<file path="src/urx_pkg.sv">
// Shared constants for the asynchronous receive recovery block.
// Assumes a single system clock and a sample tick from the divisor.
package urx_pkg;

  // Samples per bit period
  localparam logic [4:0] URX_OS_NORMAL = 5'h10;
  localparam logic [4:0] URX_OS_DOUBLE = 5'h08;

  // First centre (voting) sample per mode; middle and last follow it
  localparam logic [4:0] URX_VOTE_FIRST_NORMAL = 5'h08;
  localparam logic [4:0] URX_VOTE_FIRST_DOUBLE = 5'h04;

  // Data plus parity length limits
  localparam logic [3:0] URX_BITS_MIN = 4'h5;
  localparam logic [3:0] URX_BITS_MAX = 4'ha;

  // Divisor width and reset value
  localparam int URX_DIV_W = 12;
  localparam logic [URX_DIV_W-1:0] URX_DIV_RESET = 12'h000;

  // Recovery states
  typedef enum logic [1:0]
  {
    URX_IDLE,
    URX_START,
    URX_BITS
  } urx_state_e;

  // Two-of-three vote, used for start qualification and every bit
  function automatic logic urx_majority(input logic a, input logic b, input logic c);
    urx_majority = (a & b) | (a & c) | (b & c);
  endfunction : urx_majority

endpackage : urx_pkg

</file>
<file path="src/urx_recovery.sv">
// Asynchronous receive clock and data recovery front end.
// Assumes frame_bits_i is 5..10 and stable while a frame is received.
`timescale 1ns/10ps
// Notes on behaviour
// - Sixteen samples per bit normally, eight with double speed select.
// - Falling edge while idle starts detection; first low sample is number one.
// - Start qualified on samples 8,9,10 normally, 4,5,6 in double speed.
// - Two or more high qualification samples: drop as noise, watch again.
// - Qualified start realigns the bit counter, for every frame.
// - Per-bit state sequence of sixteen or eight states numbers each sample.
// - Bit value is the majority of three centre samples.
// - Voting samples are states 8,9,10 normally or 4,5,6 double speed.
// - Recover data, parity if any, and first stop bit only.
// - Stop bit voted like others; zero sets the frame error flag.
// - New falling edge accepted right after last stop voting sample.
// - Data plus parity length of five to ten bits sets bits before stop.
// - Receiver and transmitter each take half the tolerable mismatch.
// - Frame error presented together with the frame's data.
module urx_recovery
  import urx_pkg::*;
#(
  parameter int DIV_W = URX_DIV_W
)
(
  input wire logic clk_sys_i,
  input wire logic rst_i,
  input wire logic rx_enable_i,
  input wire logic double_speed_select_i,
  input wire logic [DIV_W-1:0] baud_divisor_i,
  input wire logic [3:0] frame_bits_i,
  input wire logic rxd_i,
  output logic [9:0] rx_data_o,
  output logic frame_error_flag_o,
  output logic rx_valid_o,
  output logic rx_busy_o
);

  typedef struct packed
  {
    logic sync1;
    logic sync2;
    logic prev;
    urx_state_e st;
    logic [4:0] cnt;
    logic [3:0] idx;
    logic [1:0] votes;
    logic [9:0] shift;
    logic [9:0] data;
    logic ferr;
    logic valid;
    logic busy;
  } urx_rx_s;

  urx_rx_s r;
  urx_rx_s next_r;
  logic tick;
  logic div_rst;
  logic [4:0] s_bit;
  logic [4:0] v_first;
  logic [4:0] v_mid;
  logic [4:0] v_last;
  logic [4:0] smp;
  logic vote;

  // Divider held in reset while disabled so timing restarts cleanly
  assign div_rst = rst_i | ~rx_enable_i;

  urx_tick_gen #(
    .DIV_W(DIV_W)
  ) u_tick (
    .clk_sys_i(clk_sys_i),
    .rst_i(div_rst),
    .baud_divisor_i(baud_divisor_i), // Exact divisor keeps our half of the rate budget
    .tick_o(tick)
  );

  // Mode-dependent sample counts and voting positions
  assign s_bit = double_speed_select_i ? URX_OS_DOUBLE : URX_OS_NORMAL;
  assign v_first = double_speed_select_i ? URX_VOTE_FIRST_DOUBLE : URX_VOTE_FIRST_NORMAL;
  assign v_mid = v_first + 5'h01;
  assign v_last = v_first + 5'h02;
  // Sample taken at this tick; cnt still holds the number of the one before
  assign smp = r.cnt + 5'h01;
  // Third sample is the live one, so the decision costs no extra tick
  assign vote = urx_majority(r.votes[0], r.votes[1], r.sync2);

  // Recovery state machine, advanced once per sample tick
  always_comb
  begin
    next_r = r;
    next_r.valid = 1'b0;
    next_r.sync1 = rxd_i;
    next_r.sync2 = r.sync1;
    if (!rx_enable_i)
    begin
      // Abandon any frame; old data and flag stay on the outputs
      next_r.st = URX_IDLE;
      next_r.busy = 1'b0;
      next_r.cnt = 5'h00;
      next_r.idx = 4'h0;
      next_r.prev = 1'b0;
    end
    else if (tick)
    begin
      next_r.prev = r.sync2;
      unique case (r.st)
        URX_IDLE:
        begin
          // Needs a high sample first, so a held break is no edge
          if (r.prev && !r.sync2)
          begin
            next_r.st = URX_START;
            next_r.cnt = 5'h01;
            next_r.busy = 1'b1;
          end
        end
        URX_START:
        begin
          next_r.cnt = r.cnt + 5'h01;
          if (smp == v_first)
          begin
            next_r.votes[0] = r.sync2;
          end
          if (smp == v_mid)
          begin
            next_r.votes[1] = r.sync2;
          end
          if (smp == v_last && vote)
          begin
            next_r.st = URX_IDLE;
            next_r.busy = 1'b0;
          end
          else if (r.cnt == s_bit)
          begin
            next_r.st = URX_BITS;
            next_r.cnt = 5'h01;
            next_r.idx = 4'h0;
            next_r.shift = 10'h000;
          end
        end
        URX_BITS:
        begin
          next_r.cnt = r.cnt + 5'h01;
          if (smp == v_first)
          begin
            next_r.votes[0] = r.sync2;
          end
          if (smp == v_mid)
          begin
            next_r.votes[1] = r.sync2;
          end
          if (smp == v_last)
          begin
            if (r.idx >= frame_bits_i)
            begin
              // First stop bit: later stop bits are never looked at
              next_r.data = r.shift;
              next_r.ferr = ~vote;
              next_r.valid = 1'b1;
              next_r.st = URX_IDLE;
              next_r.busy = 1'b0;
            end
            else
            begin
              next_r.shift[r.idx] = vote;
            end
          end
          else if (r.cnt == s_bit)
          begin
            next_r.cnt = 5'h01;
            next_r.idx = r.idx + 4'h1;
          end
        end
      endcase
    end
  end

  // Single state register
  always_ff @(posedge clk_sys_i)
  begin
    if (rst_i)
    begin
      r <= '0;
      r.st <= URX_IDLE;
    end
    else
    begin
      r <= next_r;
    end
  end

  assign rx_data_o = r.data;
  assign frame_error_flag_o = r.ferr;
  assign rx_valid_o = r.valid;
  assign rx_busy_o = r.busy;
endmodule : urx_recovery

</file>
<file path="src/urx_tick_gen.sv">
// Sample tick divider for the receive recovery block.
// Assumes the divisor is stable while the receiver is enabled.
`timescale 1ns/10ps
module urx_tick_gen
  import urx_pkg::*;
#(
  parameter int DIV_W = URX_DIV_W
)
(
  input wire logic clk_sys_i,
  input wire logic rst_i,
  input wire logic [DIV_W-1:0] baud_divisor_i,
  output logic tick_o
);

  typedef struct packed
  {
    logic [DIV_W-1:0] cnt;
    logic tick;
  } urx_div_s;

  urx_div_s r;
  urx_div_s next_r;

  // Count down; one tick every divisor plus one cycles
  always_comb
  begin
    next_r = r;
    next_r.tick = 1'b0;
    if (r.cnt == '0)
    begin
      next_r.cnt = baud_divisor_i;
      next_r.tick = 1'b1;
    end
    else
    begin
      next_r.cnt = r.cnt - 1'b1;
    end
  end

  // Reset clears the count so the first tick comes one cycle after reset is released
  always_ff @(posedge clk_sys_i)
  begin
    if (rst_i)
    begin
      r.cnt <= URX_DIV_RESET;
      r.tick <= 1'b0;
    end
    else
    begin
      r <= next_r;
    end
  end

  assign tick_o = r.tick;

endmodule : urx_tick_gen

</file>
<file path="config.mk">
export PLATFORM = sky130hd
export DESIGN_NAME = urx_recovery
export DESIGN_NICKNAME = d
export VERILOG_FILES = /design/src/urx_pkg.sv /design/src/urx_recovery.sv /design/src/urx_tick_gen.sv
export SDC_FILE = /design/constraint.sdc
export NUM_CORES = 1
export LEC_CHECK = 0
export BUFFER_PORTS_ARGS = -buffer_cell sky130_fd_sc_hd__buf_4
export CAP_MARGIN = 20
export CORE_MARGIN = 2
export CORE_UTILIZATION = 45
export DETAILED_ROUTE_END_ITERATION = 10
export PLACE_DENSITY_LB_ADDON = 0.05
export SYNTH_ARGS = -nofsm -noshare
export SYNTH_HDL_FRONTEND = slang
export SYNTH_HIERARCHICAL = 1
export SYNTH_SLANG_ARGS = --single-unit
</file>
<file path="constraint.sdc">
create_clock -name clk_sys_i -period 1.9 [get_ports clk_sys_i]
set_input_delay 0.285 -clock clk_sys_i [delete_from_list [all_inputs] [get_ports clk_sys_i]]
set_output_delay 0.285 -clock clk_sys_i [all_outputs]
set_load 0.05 [all_outputs]
</file>
==> flow_summary.json, run 1 <==
{
  "status": "complete, but fails checks",
  "violations": "DRC, setup timing",
  "clk_path_buf_depth": 2,
  "maxSlewViolCount": 0,
  "synth_top_cells_by_area": "dfxtp_1 35%, ha_1 7.5%, mux2i_1 5.0%",
  "end_kind": "register",
  "crit_start": "r[29]$_SDFFE_PP0P_",
  "synthesis.area_um2": 3020,
  "setup_viol": 27,
  "holdBufCountCts": 0,
  "grt_util_met3_pct": 2.89,
  "power_leakage_nw": 1.61,
  "yosys.cell_types.count": 62,
  "maxCapViolCount": 0,
  "gr-usage-all-layers_pct": 17.6,
  "io_pins": 34,
  "max_freq_ghz": 0.495,
  "die_w_um": 85.9,
  "busiest_layer": "met2",
  "initial_utilization_pct": 47.0,
  "dieArea_um2": 7370,
  "synth_top_area_cell": "dfxtp_1",
  "syn_inst": 332,
  "synth-seq-area-share_pct": 34.5,
  "vdd_ir_drop_max_mv": 0.997,
  "timing.rr.start": "r[29]$_SDFFE_PP0P_",
  "core-area_um2": 6420,
  "maxSlewHeadroom_pct": 68.3,
  "rrSetupSlack_ns": -0.12,
  "synth_fp_nets": 371,
  "synthFlopType": "dfxtp_1",
  "rsz0062_at_grt": "true",
  "critPathMaxFanout": 7,
  "detailed_place_hpwl_mm": 4.66,
  "clk_pin_slew_ns": 0.10,
  "worstRegToRegCells": 7,
  "cts_buffers": 5,
  "p_total_mw": 3.21,
  "min_period_ns": 2.02,
  "synth_edf_count": 0,
  "wl_per_cell_um": 14.0,
  "hold_viol_final": 0,
  "grt_pass1_wl_mm": 10.6,
  "skew_ns": 0.00965,
  "gp_congestion": 0.795,
  "async_reset_ff_share_pct": 0,
  "synth_top_cell_area_share_pct": 34.5,
  "powerDensity_nw_per_um2": 856,
  "synth_seq_cells": 52,
  "grt_antenna_before_repair": 0,
  "critical_path_required_ns": 2.15,
  "grt.overflow.total": 0,
  "die_h_um": 85.9,
  "antennaDiodeCount": 0,
  "hold_class": "input pin to register",
  "crit_type": "register to register",
  "whs_ns": 0.182,
  "viasPerCell": 5.35,
  "num_rows": 29,
  "grt_pass1_vias": 2333,
  "synth_warnings": 6,
  "timing.final.ws_setup_ns": -0.120,
  "cts-root-buf": "clkbuf_8",
  "avgSynthCellArea_um2": 9.08,
  "numClockSinks": 52,
  "drtAntennaViolNets": 0,
  "fin_crit_sh_pct": 106,
  "area_growth_syn_to_layout_pct": 24.6,
  "cts_tree": "built",
  "clkLatencyLatePin_ns": 0.31,
  "via_count": 2507,
  "dp_slack_ns": -0.170,
  "startpoint_type": "register",
  "critPathCapture": "r[20]$_SDFFE_PP0P_",
  "met2_usage_pct": 31.3,
  "grt.met1_usage_pct": 21.9,
  "r2r-end": "r[20]$_SDFFE_PP0P_",
  "drt-initial-drc-count": 72,
  "worst_slew_pin_slew_ns": 0.472,
  "drcViolationCount": 3,
  "h-tree-depth": 2,
  "grt_max_degree": 29,
  "crit_arrival_ns": 2.27,
  "wl_mm": 6.58,
  "io_buffers": 33,
  "nNetsFinal": 430,
  "firstDrtPassIters": 9,
  "drive_above_1_share_pct": 28.8
}
-- layer usage --
metal | vias to the layer above | wire length [um]
met5 | - | 0
li1 | 1292 | -
met1 | 1181 | 3060
met4 | 0 | 78
met2 | 27 | 3300
met3 | 7 | 151
-- worst min-delay path by stage --
stage | from | to | slack, ns | cells past startpoint
detailed placement | next_r[37]$_SDFF_PP0_ | r[37]$_SDFF_PP0_ | 0.43 | 1
CTS | rxd_i | next_r[37]$_SDFF_PP0_ | 0.18 | 2
finish | rxd_i | next_r[37]$_SDFF_PP0_ | 0.18 | 2
floorplan | rxd_i | next_r[37]$_SDFF_PP0_ | 0.41 | 1
global placement | next_r[37]$_SDFF_PP0_ | r[37]$_SDFF_PP0_ | 0.42 | 1
global route | rxd_i | next_r[37]$_SDFF_PP0_ | 0.19 | 2
-- placed cells by master (no fill, tap or decap), types with 9 or more instances in the layout --
cell | synthesis | final
a21oi_1 | 13 | 10
dfxtp_1 | 52 | 50
mux2i_1 | 15 | 15
inv_1 | 21 | 21
ha_1 | 18 | 17
nand2_1 | 9 | 9
and2_1 | 10 | 10
nand3_1 | 9 | 9
nor2_1 | 38 | 37
o21ai_0 | 14 | 9
buf_4 | 10 | 70
nor2b_1 | 15 | 14
-- cells in the mapped netlist, types with 2 or more instances --
cell and count:
a21oi_1 13, nor4_1 2, nor3_1 3, xor2_1 3, nor3b_1 2, a31oi_1 3
o21ai_1 4, nand4_1 3, nand2b_1 3, dfxtp_1 52, nand3b_1 4, nand4_4 3
a211oi_1 8, buf_6 3, buf_1 2, nand2_1 9, clkbuf_1 5, nand3_1 9
nor2b_1 15, xnor2_1 5, a21boi_0 2, ha_1 18, a22o_1 8, nor2_1 38
and2_1 10, and3b_1 3, a211o_1 2, inv_1 21, a22oi_1 2, buf_4 10
a41oi_1 3, mux2i_1 15, o21ai_0 14, a211oi_2 3, nor3b_2 2, o31ai_1 2
o21a_1 3
-- report_power, final --
group,switching [mW],total (mW),internal [mW]
logic,0.641,1.19,0.551
registers,0.153,1.35,1.20
clock network,0.372,0.670,0.298
-- cells by family (layout without fill, tap and decap cells) --
| family | after synthesis | after routing | share of synthesized area [%] |
|---|---|---|---|
| buffers and inverters | 42 | 101 | 7.26 |
| AO/OA/AOI/OAI | 81 | 82 | 20.0 |
| multiplexers | 16 | 16 | 5.35 |
| flip-flops | 52 | 52 | 34.5 |
| adder cells (fa/ha/maj) | 19 | 19 | 7.80 |
| AND/OR/NAND/NOR | 114 | 114 | 22.7 |
| XOR/XNOR | 8 | 8 | 2.32 |
-- state kept, by name, summed over array words and instances, names as in the netlist --
signal / flops
rx_data_o: 10
u_tick/tick_o: 1
r: 25
frame_error_flag_o: 1
u_tick/r: 12
rx_busy_o: 1
next_r: 1
rx_valid_o: 1
-- critical path, cell delays in order, from the launching register on --
cell and delay, ns:
dfxtp_4 0.36, ha_4 0.17, or3_4 0.34, a21boi_4 0.18, o2111a_4 0.29, nand4_4 0.13
nor3b_4 0.29, a22o_1 0.19
-- repair_timing --
item                                   CTS  global route
gates resized for setup                 10            14
setup endpoints to repair               26            29
pin swaps                                4            20
gates cloned                             1             1
endpoints found under the hold margin    0             0
setup buffers                            2             3
-- stage by stage --
stage / cell area [um2] / utilization [%] / setup TNS [ns] / instances
floorplan: 3030 / - / -0.0252 / 332
global placement: 3500 / 54.6 / -2.59 / 455
detailed placement: 3500 / 54.6 / -2.87 / 455
CTS: 3650 / 56.9 / -1.44 / 466
global route: 3760 / 58.5 / -4.09 / 469
finish: 3760 / 58.5 / -2.07 / 469
-- layout make-up --
cell class              instances  area, um2
fillers                       609       2670
multi-input cells             239       1870
flip-flops and latches         52       1050
repair buffers                 72        571
well taps                      77       96.3
clock buffers                   7       86.3
inverters                      21       78.8
clock inverters                 1       6.26
(Power assumes the default switching activity.)
==> inputs of run 2 (changes only) <==
--- a/config.mk
+++ b/config.mk
@@ -5,10 +5,11 @@
 export SDC_FILE = /design/constraint.sdc
 export NUM_CORES = 1
 export LEC_CHECK = 0
+export ABC_AREA = 1
 export BUFFER_PORTS_ARGS = -buffer_cell sky130_fd_sc_hd__buf_4
 export CAP_MARGIN = 20
 export CORE_MARGIN = 2
-export CORE_UTILIZATION = 45
+export CORE_UTILIZATION = 54
 export DETAILED_ROUTE_END_ITERATION = 10
 export PLACE_DENSITY_LB_ADDON = 0.05
 export SYNTH_ARGS = -nofsm -noshare
==> flow_summary.json, run 2 <==
{
  "status": "finished, final reports clean",
  "detailed_place_hpwl_mm": 5.14,
  "worst_slew_pin_slew_ns": 0.370,
  "maxSlewViolCount": 0,
  "place_inst": 574,
  "synth_warnings": 6,
  "fin_area_um2": 3740,
  "clkLatencyLatePin_ns": 0.32,
  "h-tree-depth": 2,
  "grt_max_degree": 28,
  "synth_common_cells": "90 x nand2_1, 66 x inv_1, 64 x nor2_1",
  "max_freq_ghz": 0.569,
  "synth-seq-area-share_pct": 31.5,
  "drive_above_1_share_pct": 20.2,
  "grt_pass1_vias": 2723,
  "synth_edf_count": 0,
  "initial_utilization_pct": 55.8,
  "startpoint_type": "register",
  "powerDensity_nw_per_um2": 976,
  "num_rows": 28,
  "timing.setup.tns_ns": 0,
  "async_reset_ff_share_pct": 0,
  "dp_slack_ns": -0.00486,
  "skew_ns": 0.0151,
  "crit_type": "register to register",
  "yosys.cell_types.count": 41,
  "timing.final.ws_setup_ns": 0.142,
  "synth_xor_area_share_pct": 1.33,
  "grt.overflow.total": 0,
  "via_count": 2960,
  "wl_per_cell_um": 11.7,
  "min_period_ns": 1.76,
  "critPathMaxFanout": 6,
  "maxSlewHeadroom_pct": 75.1,
  "dieArea_um2": 6760,
  "antennaDiodeCount": 0,
  "synth_top_family_by_area": "simple AND/OR/NAND/NOR gates",
  "top_register": "r",
  "die_h_um": 82.2,
  "fillerInstances": 552,
  "setup_viol": 0,
  "wl_mm": 6.86,
  "drt-initial-drc-count": 138,
  "io_pins": 34,
  "synth_top_cells_by_area": "dfxtp_1 32%, nand2_1 10%, nand3_1 8.2%",
  "avgSynthCellArea_um2": 6.95,
  "synth_seq_cells": 52,
  "area_growth_syn_to_layout_pct": 13.3,
  "synthesis.area_um2": 3300,
  "synth_fp_nets": 514,
  "syn_inst": 475,
  "final_common_cell": "nand2_1",
  "drtAntennaViolNets": 0,
  "io_buffers": 33,
  "synth_top_area_cell": "dfxtp_1",
  "synth.area.mux_share_pct": 0,
  "synthFlopType": "dfxtp_1",
  "drcViolationCount": 0,
  "hold_viol_final": 0,
  "core-area_um2": 5920,
  "critical_path_required_ns": 2.14,
  "whs_ns": 0.178,
  "gr-usage-all-layers_pct": 21.2,
  "maxCapViolCount": 0,
  "clk_path_buf_depth": 2,
  "viasPerCell": 5.07,
  "grt_pass1_wl_mm": 11.4,
  "power_leakage_nw": 1.69,
  "synth_fa_ha_area_share_pct": 6.82,
  "finalNonFillerCells": 584,
  "vdd_ir_drop_max_mv": 1.27,
  "numClockSinks": 52,
  "firstDrtPassIters": 4,
  "nNetsFinal": 547,
  "synth_compound_area_share_pct": 10.8,
  "grt_antenna_before_repair": 0,
  "end_kind": "register",
  "yosysMostFrequentCell": "nand2_1",
  "crit_arrival_ns": 2.00,
  "final_cell_mix": "86 x nand2_1, 66 x inv_1, 64 x nor2_1",
  "cts_buffers": 5,
  "synth_top_cell_area_share_pct": 31.5,
  "die_w_um": 82.2,
  "cts-root-buf": "clkbuf_8",
  "largest_reg_flops": 25,
  "clk_pin_slew_ns": 0.10,
  "gp_congestion": 0.857,
  "yosys.area_share.simple_pct": 36.6,
  "fin_crit_sh_pct": 92.5,
  "hold_class": "input pin to register",
  "cts_tree": "built",
  "post_dp_cell_area_um2": 3580
}
## run 2: changes by cell type in the layout (fill, tap and decap cells not counted), sizes merged, moves of 10 or more
cell    before  now
a211oi      11    1
a21oi       14   37
nand2        9  102
nor2        38   76
buf         71   46
mux2i       15    0
nand3        9   58
nor2b       15    0
inv         22   71
## run 2: worst max-delay path, stage by stage, from the launching register on
cell     delay [ns]
dfxtp_2        0.35
buf_4          0.15
inv_1          0.10
ha_1           0.16
inv_1          0.04
a21oi_1        0.11
nand2_1        0.10
buf_4          0.15
inv_1          0.10
nand3_1        0.16
inv_1          0.09
nand2_1        0.06
a21oi_1        0.13
## run 2: what timing repair did
item | CTS | global route
setup buffers | 0 | 1
setup endpoints to repair | 2 | 28
hold buffers | 0 | 0
endpoints found under the hold margin | 0 | 0
cloned | 0 | 1
pin swaps | 0 | 4
gates resized for setup | 1 | 14
## run 2: logic make-up after synthesis
group | count (synthesis)
AO/OA/AOI/OAI | 62
AND/OR/NAND/NOR | 245
buffers and inverters | 93
adder cells (fa/ha/maj) | 18
XOR/XNOR | 5
flip-flops | 52
## run 2: where the power goes
group | leakage (nW) | total, mW | internal [mW] | switching, mW
Clock | 0.0463 | 0.671 | 0.271 | 0.399
Sequential | 0.423 | 1.36 | 1.21 | 0.144
Combinational | 1.22 | 1.62 | 0.617 | 1.01
## run 2: path summary, 6_finish.rpt
check / from / end / slack, ns / cells past startpoint
setup / recovery: r[29]$_SDFFE_PP0P_ / r[35]$_SDFFE_PP0P_ / 0.14 / 12
hold / removal: rxd_i / next_r[37]$_SDFF_PP0_ / 0.18 / 3
setup reg to reg: r[29]$_SDFFE_PP0P_ / r[35]$_SDFFE_PP0P_ / 0.14 / 12
hold reg to reg: next_r[37]$_SDFF_PP0_ / r[37]$_SDFF_PP0_ / 0.42 / 2
## run 2: final cells by class
class / count / area [um2] / area share, %
inverters: 72 / 277 / 7.39
well taps: 75 / 93.8 / 2.51
multi-input cells: 331 / 1880 / 50.2
clock inverters: 3 / 27.5 / 0.736
flip-flops and latches: 52 / 1050 / 28.0
repair buffers: 46 / 349 / 9.33
clock buffers: 5 / 68.8 / 1.84
## run 2: per-layer routing
metal	up-vias	wire length (um)	track usage, %
met3	12	218	3.37
li1	1563	-	-
met1	1330	3210	26.2
met2	55	3290	37.4
met4	0	142	6.83
met5	-	0	0
## run 2: metrics by stage
step | power (mW) | utilization (%)
floorplan | 2.76 | -
finish | 3.65 | 63.2
CTS | 3.69 | 62.2
detailed placement | 3.00 | 60.5
global placement | 2.98 | 60.5
global route | 3.96 | 63.2
==> inputs of run 3 (changes only) <==
--- a/config.mk
+++ b/config.mk
@@ -11,6 +11,7 @@
 export CORE_MARGIN = 2
 export CORE_UTILIZATION = 54
 export DETAILED_ROUTE_END_ITERATION = 10
+export GPL_TIMING_DRIVEN = 0
 export PLACE_DENSITY_LB_ADDON = 0.05
 export SYNTH_ARGS = -nofsm -noshare
 export SYNTH_HDL_FRONTEND = slang
==> flow_summary.json, run 3 (synthesized netlist as in run 2, its figures left out) <==
{
  "firstDrtPassIters": 4,
  "detailed_place_hpwl_mm": 5.14,
  "rsz0062_at_grt": "true",
  "num_rows": 28,
  "drt-initial-drc-count": 108,
  "clk_path_buf_depth": 2,
  "maxCapViolCount": 0,
  "drcViolationCount": 0,
  "clk_pin_slew_ns": 0.11,
  "final_cell_mix": "89 x nand2_1, 66 x inv_1, 62 x nor2_1",
  "maxSlewViolCount": 0,
  "cts-root-buf": "clkbuf_8",
  "largest_reg_flops": 25,
  "numClockSinks": 52,
  "powerDensity_nw_per_um2": 978,
  "combPwrFrac_pct": 45.5,
  "grt_pass1_vias": 2609,
  "fillerInstances": 559,
  "finalNonFillerCells": 591,
  "wl_per_cell_um": 11.4,
  "whs_ns": 0.171,
  "holdBufCountCts": 0,
  "skew_ns": 0.0158,
  "clockPowerShare_pct": 18.0,
  "vdd_ir_drop_max_mv": 1.55,
  "die_h_um": 82.2,
  "grt_max_degree": 19,
  "cts_setup_buffers": 0,
  "multi_input_area_um2": 1880,
  "cts_buffers": 5,
  "critPathMaxFanout": 10,
  "drtAntennaViolNets": 0,
  "place_inst": 582,
  "intPower_mw": 2.14,
  "hold_viol_final": 0,
  "drive_above_1_share_pct": 20.7,
  "critical_path_required_ns": 2.09,
  "max_freq_ghz": 0.560,
  "startpoint_type": "register",
  "wl_mm": 6.74,
  "antennaDiodeCount": 0,
  "area_growth_syn_to_layout_pct": 15.0,
  "cts_tree": "built",
  "power_leakage_nw": 1.70,
  "final_common_cell": "nand2_1",
  "nNetsFinal": 554,
  "setup_viol": 0,
  "gr-usage-all-layers_pct": 20.8,
  "dieArea_um2": 6760,
  "grt_antenna_before_repair": 0,
  "maxSlewHeadroom_pct": 66.6,
  "viasPerCell": 5.03,
  "crit_type": "register to register",
  "die_w_um": 82.2,
  "core-area_um2": 5920,
  "fin_crit_sh_pct": 94.0,
  "status": "finished, final reports clean",
  "via_count": 2975,
  "dp_slack_ns": -0.384,
  "hold_class": "input pin to register",
  "initial_utilization_pct": 55.8,
  "clkLatencyLatePin_ns": 0.31,
  "crit_arrival_ns": 1.98,
  "min_period_ns": 1.79,
  "grt.overflow.total": 0,
  "grt_pass1_wl_mm": 11.2,
  "h-tree-depth": 2,
  "worst_slew_pin_slew_ns": 0.501,
  "gp_congestion": 0.880,
  "top_register": "r",
  "io_buffers": 32,
  "p_seq_share_pct": 36.5,
  "p_sw_share_pct": 42.2,
  "timing.final.ws_setup_ns": 0.114,
  "p_switching_mw": 1.57,
  "final-seq-area_um2": 1060,
  "io_pins": 34,
  "end_kind": "register"
}
-- run 3: path summary, 6_finish.rpt --
| kind | start | to | slack (ns) | cells past startpoint |
|---|---|---|---|---|
| worst max register to register | r[28]$_SDFFE_PP0P_ | r[15]$_SDFFE_PP0P_ | 0.11 | 9 |
| worst min register to register | next_r[37]$_SDFF_PP0_ | r[37]$_SDFF_PP0_ | 0.42 | 2 |
| worst max-delay path | r[28]$_SDFFE_PP0P_ | r[15]$_SDFFE_PP0P_ | 0.11 | 9 |
| worst min-delay path | rxd_i | next_r[37]$_SDFF_PP0_ | 0.17 | 3 |
-- run 3: per-stage QoR --
stage	util, %	TNS [ns]	instance area [um2]	power, mW
CTS	63.1	0	3740	3.73
finish	64.1	0	3800	3.71
global placement	61.4	-3.14	3640	3.04
detailed placement	61.4	-3.94	3640	3.07
floorplan	-	0	3300	2.76
global route	64.1	-0.0254	3800	4.03
-- run 3: final cells by class --
type                    count  share of cell area, %
clock inverters             3                  0.692
well taps                  75                   2.47
multi-input cells         331                   49.5
repair buffers             32                   6.33
plain buffers              21                   3.99
inverters                  72                   7.38
flip-flops and latches     52                   27.8
clock buffers               5                   1.81
-- run 3: critical path, cell delays in order (launching register included) --
cell     delay [ns]
dfxtp_2        0.36
ha_1           0.29
a21oi_1        0.21
nand4_1        0.17
nand2_1        0.11
nand2_2        0.14
inv_4          0.14
nand3_1        0.09
nand2_1        0.10
a21oi_1        0.06
-- run 3: what timing repair did --
action / CTS / global route
resized for setup: 4 / 15
pin swaps: 0 / 1
gates cloned: 0 / 1
endpoints found under the setup margin: 30 / 35
-- run 3: power by group through the flow --
stage / clock network (mW) / logic (mW) / registers (mW)
4_1_cts: 0.678 / 1.69 / 1.36
2_1_floorplan: 0 / 1.41 / 1.35
3_5_place_dp: 0 / 1.69 / 1.38
6_report: 0.667 / 1.69 / 1.36
3_3_place_gp: 0 / 1.66 / 1.38
5_1_grt: 0.725 / 1.93 / 1.38
-- run 3: metal layers --
metal  track usage, %  routed length (um)  up-vias
met3             3.26                 181       13
met5                0                   0        -
met2             35.3                3290       45
li1                 -                   -     1574
met4             5.83                  95        0
met1             27.3                3170     1343
